## config.mk

```make
export PLATFORM = sky130hd
export DESIGN_NAME = adc_scan_sequencer
export DESIGN_NICKNAME = d
export VERILOG_FILES = /design/src/hw/scan_seq_pkg.sv /design/src/hw/adc_scan_sequencer.sv
export SDC_FILE = /design/constraint.sdc
export NUM_CORES = 1
export LEC_CHECK = 0
export BUFFER_PORTS_ARGS = -buffer_cell sky130_fd_sc_hd__buf_2
export CAP_MARGIN = 20
export CORE_MARGIN = 8
export CORE_UTILIZATION = 64
export DETAILED_ROUTE_END_ITERATION = 10
export PLACE_DENSITY_LB_ADDON = 0.3
export SETUP_SLACK_MARGIN = 0.5
export SLEW_MARGIN = 20
export SYNTH_ARGS = -nofsm -noshare
export SYNTH_HDL_FRONTEND = slang
export SYNTH_SLANG_ARGS = --single-unit
```

## constraint.sdc

```tcl
create_clock -name sys_clk -period 5.31 [get_ports sys_clk]
set_input_delay 1.062 -clock sys_clk [delete_from_list [all_inputs] [get_ports sys_clk]]
set_output_delay 1.062 -clock sys_clk [all_outputs]
set_load 0.005 [all_outputs]
```

## src/hw/scan_seq_pkg.sv

```systemverilog
// constants, register map and types of the converter scan sequencer
package scan_seq_pkg;
   localparam int NUM_CH = 16;
   // register offsets
   localparam logic [4:0] ADDR_RESULT = 5'h00;
   localparam logic [4:0] ADDR_STATE  = 5'h01;
   localparam logic [4:0] ADDR_GAIN   = 5'h02;
   localparam logic [4:0] ADDR_MODE   = 5'h03;
   localparam logic [4:0] ADDR_INSEL  = 5'h06;
   localparam logic [4:0] ADDR_SCAN   = 5'h07;
   localparam logic [4:0] ADDR_TIMER  = 5'h08;
   // field positions
   localparam int MODE_LSB = 0;
   localparam int FMT_LSB  = 2;
   localparam int AZ_BIT   = 4;
   localparam int DLY_LSB  = 20;
   // field encodings
   localparam logic [1:0] ADC_SHUTDOWN = 2'h0;
   localparam logic [1:0] ADC_STANDBY  = 2'h2;
   localparam logic [1:0] ADC_ON       = 2'h3;
   localparam logic [1:0] MODE_CONT    = 2'h3;
   localparam logic [1:0] MODE_STANDBY = 2'h2;
   localparam logic [1:0] FMT_TAGGED   = 2'h3;
   localparam logic [2:0] GAIN_THIRD   = 3'h0;
   localparam logic [2:0] GAIN_ONE     = 3'h1;
   // channels with a forced gain
   localparam logic [3:0] CH_CMODE = 4'hf - 4'h1;
   localparam logic [3:0] CH_SUPPLY = 4'hd;
   localparam logic [3:0] CH_TEMP  = 4'hc;
   // timing in modulator clock periods, then the all-channel enable mask
   localparam int CONV_TIME_PERIODS = 256;
   localparam logic [23:0] STARTUP_CYC = 24'h000100;
   localparam logic [9:0]  DLY_BASE    = 10'h004;
   localparam logic [15:0] CHAN_ALL    = 16'hffff;
   // multiplexer code per enable bit, index 0 first
   localparam logic [7:0] MUX_TBL [NUM_CH] = '{8'h08, 8'h18, 8'h28, 8'h38, 8'h48, 8'h58, 8'h68, 8'h78,
                                              8'h01, 8'h23, 8'h45, 8'h67, 8'hde, 8'h98, 8'hf8, 8'h88};
   typedef struct packed {
      logic [3:0]  tag;
      logic [15:0] data;
   } result_t;
   typedef enum logic [2:0] {
      ST_IDLE  = 3'b000,
      ST_CONV  = 3'b001,
      ST_PUSH  = 3'b010,
      ST_GAP   = 3'b011,
      ST_TIMER = 3'b100
   } seq_state_t;
endpackage : scan_seq_pkg

```

## src/hw/adc_scan_sequencer.sv

```systemverilog
// result fifo and scan sequencer with its register set
`timescale 1ns/1ps
`default_nettype none
module scan_fifo #(
   parameter int WIDTH = 20,
   parameter int DEPTH = 4
) (
   // clock and reset
   input  wire logic             sys_clk,
   input  wire logic             reset,
   // fill side
   input  wire logic             in_valid,
   output logic                  in_ready,
   input  wire logic [WIDTH-1:0] in_data,
   // drain side
   output logic                  out_valid,
   input  wire logic             out_ready,
   output logic [WIDTH-1:0]      out_data
);
   localparam int AW = $clog2(DEPTH);
   logic [WIDTH-1:0] mem [DEPTH];
   // extra pointer bit tells full from empty; depth must be a power of two
   logic [AW:0] wp_r;
   logic [AW:0] rp_r;
   logic [AW:0] fill;
   wire push = in_valid & in_ready;
   wire pop  = out_valid & out_ready;
   assign fill      = wp_r - rp_r;
   assign in_ready  = fill != DEPTH[AW:0];
   assign out_valid = wp_r != rp_r;
   assign out_data  = mem[rp_r[AW-1:0]];
   // storage has no reset, pointers do
   always_ff @(posedge sys_clk)
   begin
      if (push)
         mem[wp_r[AW-1:0]] <= in_data;
   end
   always_ff @(posedge sys_clk)
   begin
      if (reset)
      begin
         wp_r <= '0;
         rp_r <= '0;
      end
      else
      begin
         wp_r <= wp_r + {{AW{1'b0}}, push};
         rp_r <= rp_r + {{AW{1'b0}}, pop};
      end
   end
endmodule : scan_fifo

module adc_scan_sequencer #(
   parameter logic [15:0] CHAN_AVAIL = scan_seq_pkg::CHAN_ALL,
   parameter int          CONV_CYC   = scan_seq_pkg::CONV_TIME_PERIODS
) (
   // clock and reset
   input  wire logic        sys_clk,
   input  wire logic        reset,
   // register port
   input  wire logic        reg_wr_en,
   input  wire logic        reg_rd_en,
   input  wire logic [4:0]  reg_addr,
   input  wire logic [23:0] reg_wdata,
   output logic [23:0]      reg_rdata,
   // converter side
   input  wire logic [15:0] conv_sample,
   output logic             conv_start,
   output logic             conv_busy,
   output logic [7:0]       mux_code,
   output logic [2:0]       gain_code,
   output logic [1:0]       adc_power_mode,
   // result stream
   output logic [19:0]      result_word,
   output logic             data_ready,
   output logic             scan_active
);
   import scan_seq_pkg::*;
   seq_state_t  state_r;
   logic [1:0]  adc_state_r, conversion_mode_select_r, fmt_r, pwr_r;
   logic [2:0]  gain_r, dly_r, gain_out_r;
   logic        az_r, start_r, busy_r, active_r, dready_r;
   logic [7:0]  insel_r, mux_out_r;
   logic [15:0] scan_en_r;
   logic [23:0] timer_r, cnt_r, rdata_r;
   logic [3:0]  chan_r;
   result_t     pend_r, res_r;
   // write strobes and register decode
   wire wr_state = reg_wr_en && (reg_addr == ADDR_STATE);
   wire wr_gain  = reg_wr_en && (reg_addr == ADDR_GAIN);
   wire wr_mode  = reg_wr_en && (reg_addr == ADDR_MODE);
   wire wr_insel = reg_wr_en && (reg_addr == ADDR_INSEL);
   wire wr_scan  = reg_wr_en && (reg_addr == ADDR_SCAN);
   wire wr_timer = reg_wr_en && (reg_addr == ADDR_TIMER);
   wire rd_res   = reg_rd_en && (reg_addr == ADDR_RESULT);
   wire scan_mode = |scan_en_r;
   wire running   = state_r != ST_IDLE;
   wire start_req = wr_state && (reg_wdata[1:0] == ADC_ON) && scan_mode;
   wire abort     = (wr_state && (reg_wdata[1:0] != ADC_ON)) || (running && !scan_mode);
   // next lower enabled channel
   function automatic logic [4:0] next_chan(input logic [15:0] en, input logic [4:0] from);
      logic [4:0] res;
      res = 5'h00;
      for (int i = 0; i < NUM_CH; i++)
         if (en[i] && (5'(i) < from))
            res = {1'b1, 4'(i)};
      return res;
   endfunction : next_chan
   wire [4:0] first_hit = next_chan(scan_en_r, 5'h10);
   wire [4:0] next_hit  = next_chan(scan_en_r, {1'b0, chan_r});
   wire [23:0] conv_len = az_r ? 24'(2 * CONV_CYC) : 24'(CONV_CYC);
   // gap 0 or 8 << (code-1)
   wire [9:0]  dly_len  = (dly_r == 3'h0) ? 10'h000 : 10'(DLY_BASE << dly_r);
   // fifo joins
   logic    fifo_in_ready, fifo_out_valid;
   result_t fifo_out;
   wire fifo_push  = state_r == ST_PUSH;
   // drain when the result register is free or being read
   wire fifo_drain = rd_res || !dready_r;
   wire load_res   = fifo_out_valid && fifo_drain;
   wire push_ok    = fifo_push && fifo_in_ready;
   wire cycle_end  = push_ok && !next_hit[4];
   // one pass then standby or shutdown
   wire finish     = cycle_end && (conversion_mode_select_r != MODE_CONT);
   wire [1:0] finish_pwr = (conversion_mode_select_r == MODE_STANDBY) ? ADC_STANDBY : ADC_SHUTDOWN;
   // table and forced gains, input select ignored in scan
   wire [7:0] mux_nxt  = running ? MUX_TBL[chan_r] : insel_r;
   wire       force_1x = (chan_r == CH_TEMP) || (chan_r == CH_CMODE);
   wire [2:0] gain_nxt = !running ? gain_r : (chan_r == CH_SUPPLY) ? GAIN_THIRD : force_1x ? GAIN_ONE : gain_r;
   wire [1:0]  state_rd = running ? ADC_ON : adc_state_r;
   wire [23:0] rdata_nxt = (reg_addr == ADDR_RESULT) ? {4'h0, res_r} :
                           (reg_addr == ADDR_STATE)  ? {22'h0, state_rd} :
                           (reg_addr == ADDR_GAIN)   ? {21'h0, gain_r} :
                           (reg_addr == ADDR_MODE)   ? {19'h0, az_r, fmt_r, conversion_mode_select_r} :
                           (reg_addr == ADDR_INSEL)  ? {16'h0, insel_r} :
                           (reg_addr == ADDR_SCAN)   ? {1'b0, dly_r, 4'h0, scan_en_r} :
                           (reg_addr == ADDR_TIMER)  ? timer_r : 24'h000000;
   // configuration registers; overrides never write back here
   always_ff @(posedge sys_clk)
   begin
      if (reset)
      begin
         gain_r      <= GAIN_ONE;
         conversion_mode_select_r <= ADC_SHUTDOWN;
         fmt_r       <= 2'h0;
         az_r        <= 1'b0;
         insel_r     <= 8'h00;
         scan_en_r   <= 16'h0000;
         dly_r       <= 3'h0;
         timer_r     <= 24'h000000;
      end
      else
      begin
         if (wr_gain)
            gain_r <= reg_wdata[2:0];
         if (wr_mode)
         begin
            conversion_mode_select_r <= reg_wdata[MODE_LSB +: 2];
            fmt_r       <= reg_wdata[FMT_LSB +: 2];
            az_r        <= reg_wdata[AZ_BIT];
         end
         if (wr_insel)
            insel_r <= reg_wdata[7:0];
         if (wr_scan)
         begin
            scan_en_r <= reg_wdata[15:0] & CHAN_AVAIL;
            dly_r     <= reg_wdata[DLY_LSB +: 3];
         end
         if (wr_timer)
            timer_r <= reg_wdata;
      end
   end
   // state held at 11 until finish or a state write
   always_ff @(posedge sys_clk)
   begin
      if (reset)
         adc_state_r <= ADC_SHUTDOWN;
      else if (wr_state)
         adc_state_r <= reg_wdata[1:0];
      else if (finish)
         adc_state_r <= finish_pwr;
   end
   // sequencer on the modulator clock, idle after reset
   always_ff @(posedge sys_clk)
   begin
      if (reset)
      begin
         state_r <= ST_IDLE;
         chan_r  <= 4'h0;
         cnt_r   <= 24'h000000;
         start_r <= 1'b0;
         busy_r  <= 1'b0;
         pwr_r   <= ADC_SHUTDOWN;
         pend_r  <= '0;
      end
      else
      begin
         start_r <= 1'b0;
         if (abort)
         begin
            state_r <= ST_IDLE;
            busy_r  <= 1'b0;
            pwr_r   <= ADC_SHUTDOWN;
         end
         else if (start_req)
         begin
            state_r <= ST_CONV;
            chan_r  <= first_hit[3:0];
            cnt_r   <= conv_len;
            start_r <= 1'b1;
            busy_r  <= 1'b1;
            pwr_r   <= ADC_ON;
         end
         else
         begin
            case (state_r)
               ST_CONV:
                  if (cnt_r == 24'h000001)
                  begin
                     // tag with channel index in tagged format
                     state_r     <= ST_PUSH;
                     busy_r      <= 1'b0;
                     pend_r.data <= conv_sample;
                     pend_r.tag  <= (fmt_r == FMT_TAGGED) ? chan_r : 4'h0;
                  end
                  else
                     cnt_r <= cnt_r - 24'h000001;
               ST_PUSH:
                  if (fifo_in_ready)
                  begin
                     if (next_hit[4])
                     begin
                        chan_r <= next_hit[3:0];
                        if (dly_len == 10'h000)
                        begin
                           state_r <= ST_CONV;
                           cnt_r   <= conv_len;
                           start_r <= 1'b1;
                           busy_r  <= 1'b1;
                        end
                        else
                        begin
                           state_r <= ST_GAP;
                           cnt_r   <= {14'h0, dly_len};
                           pwr_r   <= ADC_STANDBY;
                        end
                     end
                     else if (conversion_mode_select_r == MODE_CONT)
                     begin
                        chan_r <= first_hit[3:0];
                        if (timer_r == 24'h000000)
                        begin
                           state_r <= ST_CONV;
                           cnt_r   <= conv_len;
                           start_r <= 1'b1;
                           busy_r  <= 1'b1;
                        end
                        else
                        begin
                           state_r <= ST_TIMER;
                           cnt_r   <= timer_r;
                           pwr_r   <= (timer_r > STARTUP_CYC) ? ADC_SHUTDOWN : ADC_STANDBY;
                        end
                     end
                     else
                     begin
                        state_r <= ST_IDLE;
                        pwr_r   <= finish_pwr;
                     end
                  end
               ST_GAP, ST_TIMER:
                  if (cnt_r == 24'h000001)
                  begin
                     state_r <= ST_CONV;
                     cnt_r   <= conv_len;
                     start_r <= 1'b1;
                     busy_r  <= 1'b1;
                     pwr_r   <= ADC_ON;
                  end
                  else
                  begin
                     // interval countdown, start-up from 256
                     // the intra-cycle gap stays in standby, so only the interval wakes early
                     cnt_r <= cnt_r - 24'h000001;
                     if (state_r == ST_TIMER && cnt_r == STARTUP_CYC + 24'h000001)
                        pwr_r <= ADC_ON;
                  end
               default:
                  state_r <= ST_IDLE;
            endcase
         end
      end
   end
   // buffered results; a full fifo stalls the walk in the push state
   scan_fifo #(.WIDTH($bits(result_t)), .DEPTH(4)) u_fifo (
      .sys_clk   (sys_clk),
      .reset     (reset),
      .in_valid  (fifo_push),
      .in_ready  (fifo_in_ready),
      .in_data   (pend_r),
      .out_valid (fifo_out_valid),
      .out_ready (fifo_drain),
      .out_data  (fifo_out)
   );
   // result register and data-ready level until read
   always_ff @(posedge sys_clk)
   begin
      if (reset)
      begin
         res_r    <= '0;
         dready_r <= 1'b0;
      end
      else if (load_res)
      begin
         res_r    <= fifo_out;
         dready_r <= 1'b1;
      end
      else if (rd_res)
         dready_r <= 1'b0;
   end
   // registered outputs
   always_ff @(posedge sys_clk)
   begin
      if (reset)
      begin
         mux_out_r  <= 8'h00;
         gain_out_r <= GAIN_ONE;
         active_r   <= 1'b0;
         rdata_r    <= 24'h000000;
      end
      else
      begin
         mux_out_r  <= mux_nxt;
         gain_out_r <= gain_nxt;
         active_r   <= running;
         if (reg_rd_en)
            rdata_r <= rdata_nxt;
      end
   end
   assign reg_rdata      = rdata_r;
   assign conv_start     = start_r;
   assign conv_busy      = busy_r;
   assign mux_code       = mux_out_r;
   assign gain_code      = gain_out_r;
   assign adc_power_mode = pwr_r;
   assign result_word    = res_r;
   assign data_ready     = dready_r;
   assign scan_active    = active_r;

   logic [24:0] busy_len_r;
   always_ff @(posedge sys_clk)
   begin
      if (reset || start_r)
         busy_len_r <= 25'h0000001;
      else if (busy_r)
         busy_len_r <= busy_len_r + 25'h0000001;
   end
endmodule : adc_scan_sequencer
`default_nettype wire

```

==> flow_summary.json, run 1 <==
{
  "cts_tree": "done",
  "track_usage_pct": 28.5,
  "dpl_worst_slack_ns": 1.32,
  "fillers": 1299,
  "layout_commonest_cell": "nand2_1",
  "critPathKind": "in -> reg",
  "total_power_mw": 4.35,
  "clock-sinks": 259,
  "hold_end": "adc_power_mode[1]$_SDFFE_PP0P_",
  "start_kind": "primary input",
  "worst_pin_slew_ns": 0.962,
  "worstSetupEndpointType": "flop",
  "hold_path.class": "reg -> reg",
  "die_y_um": 152,
  "placed_area_mm2": 0.0124,
  "dp.final_hpwl_um": 23100,
  "grt_antenna_before_repair": 3,
  "period_needed_ns": 3.46,
  "ir_drop_uv": 376,
  "hold_start": "adc_power_mode[1]$_SDFFE_PP0P_",
  "synth_area_leader_cell": "dfxtp_1",
  "fp.dieArea_mm2": 0.0231,
  "hold_depth": 2,
  "die_x_um": 152,
  "cts_hold_buf": 0,
  "ys_top_cells_by_area": "dfxtp_1 (30%), edfxtp_1 (20%), nand2_1 (7.1%), a21oi_1 (5.8%), mux4_2 (3.8%)",
  "async_reset_ff_share_pct": 0,
  "insertion_delay_ns": 0.55,
  "htree_levels": 1,
  "yosysWarnings": 0,
  "ys_ff_latch": 259,
  "avgSynthCellArea_um2": 9.71,
  "cts_setup_buffers": 0,
  "viasPerCell": 6.52,
  "grt_max_degree": 71,
  "cts_buffer_depth": 3,
  "power_density_mw_per_mm2": 326,
  "rows": 49,
  "portBuffers": 109,
  "r2r_slack_ns": 1.86,
  "maxCapViolations": 0,
  "p_switching_mw": 1.02,
  "syn_to_final_growth_pct": 12.5,
  "cts-root-buf": "clkbuf_16",
  "worstPathRequired_ns": 5.79,
  "initial_core_util_pct": 65.5,
  "wl_per_cell_um": 22.1,
  "period_share_pct": 65.2,
  "netlist-cell-type-count": 88,
  "final_area_mm2": 0.0133,
  "setup_tns_ns": 0,
  "drt_drc_violations_left": 0,
  "drive_gt1_share_pct": 18.0,
  "grt_pass1_wl_um": 53200,
  "first_pass_iters": 6,
  "hold_viol_final": 0,
  "cp_max_fo": 22,
  "synth_ff_type": "dfxtp_1",
  "grt_pass1_vias": 9610,
  "p_clk_share_pct": 44.1,
  "synth_edf_count": 80,
  "cts_buffers": 27,
  "p_int_mw": 3.32,
  "maxSlewViolCount": 0,
  "worst_slack_ns": 1.85,
  "syn_area_mm2": 0.0118,
  "ys_seq_area_share_pct": 50.5,
  "syn_inst": 1220,
  "pwr-share-comb_pct": 8.7,
  "relSlewSlack_pct": 35.8,
  "fin_skew_ns": 0.0101,
  "leakage_nw": 5.13,
  "hold_ws_ns": 0.461,
  "outcome": "finished clean",
  "coreArea_mm2": 0.0181,
  "max_freq_ghz": 0.289,
  "utilization_pct": 73.7,
  "critPathArrivalTime_ns": 3.94,
  "routed_wl_um": 34000,
  "overflow": 0,
  "post_cts_resized": 0,
  "vias": 10000,
  "rsz0062_at_grt": "no",
  "finish.net_count": 1347,
  "switching_share_pct": 23.6,
  "clk_pin_slew_ns": 0.06,
  "dp.cells": 1489,
  "globalplace.congestion": 0.952,
  "reg2regPathDepth": 7,
  "drt-initial-drc-count": 984,
  "final_cell_mix": "nand2_1 (223), dfxtp_1 (179), a21oi_1 (138)",
  "num_io_pins": 110,
  "fin_cells": 1538,
  "rr_startpoint": "chan_r[1]$_SDFFE_PP0P_",
  "syn_nets": 1278,
  "synth_top_area_share_pct": 30.3,
  "finalSetupViolCount": 0,
  "ant_nets": 0,
  "rr_endpoint": "chan_r[1]$_SDFFE_PP0P_",
  "seqPwrFrac_pct": 47.3
}
[worst max-delay path by stage]
stage / from / endpoint / slack [ns] / cells past startpoint
floorplan: u_fifo.rp_r[1]$_SDFF_PP0_ / u_fifo.mem[0][0]$_DFFE_PP_ / 2.02 / 7
global placement: reg_addr[4] / cnt_r[0]$_SDFFE_PP0P_ / 1.40 / 8
detailed placement: reg_addr[4] / cnt_r[0]$_SDFFE_PP0P_ / 1.32 / 8
CTS: reg_addr[4] / cnt_r[0]$_SDFFE_PP0P_ / 1.89 / 8
global route: chan_r[1]$_SDFFE_PP0P_ / chan_r[1]$_SDFFE_PP0P_ / 1.67 / 7
finish: reg_addr[4] / cnt_r[14]$_SDFFE_PP0P_ / 1.85 / 8
[Yosys cell counts (11+ instances only)]
cell,instances
o21ai_0,33
nor3_1,26
nor2_1,81
nand3_1,15
nand2_1,223
mux2i_1,24
o2bb2ai_2,12
nor2b_1,16
mux4_2,20
clkbuf_1,64
a22o_1,11
nor4_1,14
inv_1,30
edfxtp_1,80
dfxtp_1,179
a22oi_1,23
a21oi_1,138
[kinds of logic (layout without fill, tap and decap cells)]
family / Yosys count / in the layout / share of synthesized area, %
DFF: 259 / 259 / 50.5
adders and majority gates: 9 / 9 / 0.951
other: 0 / 1 / 0
muxes: 44 / 44 / 5.83
and+or+nand+nor: 447 / 447 / 17.6
xor gates and xnor gates: 15 / 15 / 1.11
buffers and inverters: 116 / 204 / 4.33
AOI/OAI and AO/OA: 330 / 330 / 19.7
[flip-flops by register name, summed over array words and instances (netlist names), 16 cells and up]
| register | count |
|---|---|
| timer_r | 24 |
| scan_en_r | 16 |
| result_word | 20 |
| reg_rdata | 24 |
| u_fifo.mem | 80 |
| cnt_r | 24 |
| pend_r | 20 |
[power groups by stage]
stage          logic (mW)  clock network, mW  registers [mW]
3_3_place_gp        0.370                  0            2.10
5_1_grt             0.405               2.00            2.06
3_5_place_dp        0.378                  0            2.10
2_1_floorplan       0.265                  0            2.10
4_1_cts             0.379               1.93            2.06
6_report            0.376               1.92            2.06
[layout make-up]
cell class              instances  area (um2)  area share, %
clock buffers                  37         773           5.80
diodes                          1        2.50         0.0188
inverters                      31         116          0.873
multi-input cells             845        5360           40.2
clock inverters                11         131          0.986
flip-flops and latches        259        5990           44.9
repair buffers                125         668           5.02
well taps                     229         287           2.15
[critical path, cell delays in order]
cell and delay (ns):
buf_2 0.12, or3_1 0.54, nor3_4 0.32, and3_1 0.54, nor2_4 0.07, a311o_2 0.52, or3_4 0.54, o2bb2ai_2 0.19
[metal layers]
layer,vias to the layer above,wire (um),GRT usage [%]
met1,4723,13200,36.6
met2,556,15700,45.5
li1,4611,-,-
met5,-,23,0
met3,128,3390,5.42
met4,4,1680,14.4
Power figures use the tool's default switching activity.
==> run 2, diff against run 1 <==
--- a/config.mk
+++ b/config.mk
@@ -5,10 +5,11 @@
 export SDC_FILE = /design/constraint.sdc
 export NUM_CORES = 1
 export LEC_CHECK = 0
+export ABC_AREA = 1
 export BUFFER_PORTS_ARGS = -buffer_cell sky130_fd_sc_hd__buf_2
 export CAP_MARGIN = 20
 export CORE_MARGIN = 8
-export CORE_UTILIZATION = 64
+export CORE_UTILIZATION = 54
 export DETAILED_ROUTE_END_ITERATION = 10
 export PLACE_DENSITY_LB_ADDON = 0.3
 export SETUP_SLACK_MARGIN = 0.5
==> constraint.sdc (replaced) <==
create_clock -name sys_clk -period 3 [get_ports sys_clk]
set_input_delay 0.6 -clock sys_clk [delete_from_list [all_inputs] [get_ports sys_clk]]
set_output_delay 0.6 -clock sys_clk [all_outputs]
set_load 0.005 [all_outputs]
==> flow_summary.json, run 2 <==
{
  "outcome": "finished clean",
  "fin_skew_ns": 0.0115,
  "layout_commonest_cell": "nor2_1",
  "critPathKind": "reg -> reg",
  "worst_pin_slew_ns": 0.900,
  "leakage_nw": 5.68,
  "cts_tree": "done",
  "die_x_um": 165,
  "clock-sinks": 259,
  "dp.final_hpwl_um": 24300,
  "relSlewSlack_pct": 39.9,
  "yosysWarnings": 0,
  "worst_slack_ns": 0.596,
  "synth_edf_count": 80,
  "worstPathRequired_ns": 3.42,
  "grt_antenna_before_repair": 0,
  "initial_core_util_pct": 55.1,
  "drt-initial-drc-count": 1186,
  "setup_tns_ns": 0,
  "total_power_mw": 11.8,
  "netlist-cell-type-count": 57,
  "synth_ff_type": "dfxtp_1",
  "grt_pass1_vias": 9900,
  "wl_per_cell_um": 19.6,
  "synth_area_leader_cell": "dfxtp_1",
  "drt_drc_violations_left": 0,
  "hold_viol_final": 0,
  "top_layer": "met4",
  "ant_nets": 0,
  "yosysMostFrequentCell": "nor2_1",
  "avgSynthCellArea_um2": 8.42,
  "power_density_mw_per_mm2": 850,
  "diodes": 0,
  "rows": 54,
  "portBuffers": 109,
  "hold_end": "pend_r[5]$_SDFFE_PP0P_",
  "cts-root-buf": "clkbuf_16",
  "syn_inst": 1427,
  "synth_commonest_cells": "nor2_1 (193), dfxtp_1 (179), o21ai_0 (173)",
  "routedLengthMet1_um": 14800,
  "maxCapViolations": 0,
  "start_kind": "flop",
  "fp.dieArea_mm2": 0.0273,
  "hold_start": "conv_sample[5]",
  "rsz0062_at_grt": "yes",
  "cts_hold_buf": 0,
  "critPathArrivalTime_ns": 2.83,
  "async_reset_ff_share_pct": 0,
  "vias": 10800,
  "route.met3.wl_um": 2980,
  "insertion_delay_ns": 0.55,
  "maxSlewViolCount": 0,
  "final_cell_mix": "nor2_1 (191), dfxtp_1 (174), o21ai_0 (173)",
  "dpl_worst_slack_ns": 0.212,
  "first_pass_iters": 6,
  "r2r_slack_ns": 0.60,
  "ys_ff_latch": 259,
  "clk_pin_slew_ns": 0.06,
  "viasPerCell": 5.90,
  "grt_max_degree": 65,
  "period_needed_ns": 2.40,
  "reg2regPathDepth": 12,
  "cts_buffer_depth": 3,
  "syn_to_final_growth_pct": 15.8,
  "coreArea_mm2": 0.0218,
  "worstSetupEndpointType": "flop",
  "ys_seq_area_share_pct": 49.8,
  "track_usage_pct": 25.1,
  "period_share_pct": 80.1,
  "finalSetupViolCount": 0,
  "syn_area_mm2": 0.0120,
  "finish.net_count": 1588,
  "hold_path.class": "in -> reg",
  "ys_top_cells_by_area": "dfxtp_1 (30%), edfxtp_1 (20%), o21ai_0 (7.2%), nor2_1 (6.0%), nand2_1 (5.1%)",
  "die_y_um": 165,
  "num_io_pins": 110,
  "rr_startpoint": "chan_r[0]$_SDFFE_PP0P_",
  "overflow": 0,
  "routed_wl_um": 35900,
  "rr_endpoint": "cnt_r[23]$_SDFFE_PP0P_",
  "max_freq_ghz": 0.416,
  "cp_max_fo": 22,
  "drive_gt1_share_pct": 19.0,
  "htree_levels": 1,
  "hold_depth": 3,
  "synth_top_area_share_pct": 29.8,
  "largest_reg_flops": 80,
  "syn_nets": 1485,
  "ir_drop_uv": 453,
  "globalplace.congestion": 0.989,
  "cts_buffers": 27,
  "wl_met2_um": 16700,
  "grt_pass1_wl_um": 53900
}
-- run 2: per-layer routing --
layer	vias up	global-route usage (%)
li1	5096	-
met2	507	40.6
met3	80	3.10
met5	-	0
met1	5111	33.3
met4	0	10.9
-- run 2: cell type report --
| type | count | area, um2 |
|---|---|---|
| repair buffers | 146 | 868 |
| multi-input cells | 946 | 5190 |
| inverters | 150 | 571 |
| fillers | 1814 | 7910 |
| clock buffers | 36 | 759 |
| well taps | 280 | 350 |
| flip-flops and latches | 259 | 5990 |
| clock inverters | 13 | 181 |
-- run 2: logic make-up (layout without fill, tap and decap cells) --
family	Yosys count	count (layout)	share of synthesized area, %
AND/OR/NAND/NOR	495	497	19.2
AO/OA/AOI/OAI	415	415	20.3
flip-flops	259	259	49.8
buffers and inverters	224	345	7.94
XOR/XNOR	25	25	1.82
adder cells (fa/ha/maj)	9	9	0.937
-- run 2: what timing repair did --
item	4_1_cts	5_1_grt
cloned	0	2
pin swaps	0	4
gates resized for setup	4	11
setup endpoints to repair	44	132
endpoints found under the hold margin	0	0
setup buffers	0	9
-- run 2: worst max path at each step --
stage,from,cells past startpoint,end
5_1_grt,u_fifo.wp_r[0]$_SDFF_PP0_,14,cnt_r[23]$_SDFFE_PP0P_
3_5_place_dp,reg_addr[3],11,pend_r[2]$_SDFFE_PP0P_
6_report,chan_r[0]$_SDFFE_PP0P_,12,cnt_r[23]$_SDFFE_PP0P_
4_1_cts,chan_r[2]$_SDFFE_PP0P_,13,cnt_r[8]$_SDFFE_PP0P_
2_1_floorplan,u_fifo.rp_r[1]$_SDFF_PP0_,8,u_fifo.mem[0][0]$_DFFE_PP_
3_3_place_gp,reg_addr[3],11,pend_r[10]$_SDFFE_PP0P_
-- run 2: power breakdown --
group          internal (mW)  switching, mW
Clock                   2.13           1.41
Combinational           1.60           2.47
Sequential              3.93          0.298
Total                   7.65           4.18
-- run 2: through the flow --
step / instances / instance area [um2] / utilization (%) / hold slack, ns
after floorplan: 1427 / 12100 / - / 0.430
after global placement: 1769 / 12800 / 58.7 / 0.443
after detailed placement: 1769 / 12800 / 58.7 / 0.440
after CTS: 1818 / 13800 / 63.1 / 0.269
after global routing: 1830 / 13900 / 63.8 / 0.281
final: 1830 / 13900 / 63.8 / 0.280
-- run 2: critical path, stage by stage (launching register included) --
cell and delay (ns):
dfxtp_1 0.46, nor2_8 0.21, inv_1 0.08, o21ai_1 0.14, nand2_1 0.11, nor3_4 0.20
nand3_4 0.22, nor2_4 0.19, nand2_2 0.15, nand4_2 0.14, clkinv_4 0.17, nand2_1 0.13
a21oi_2 0.06
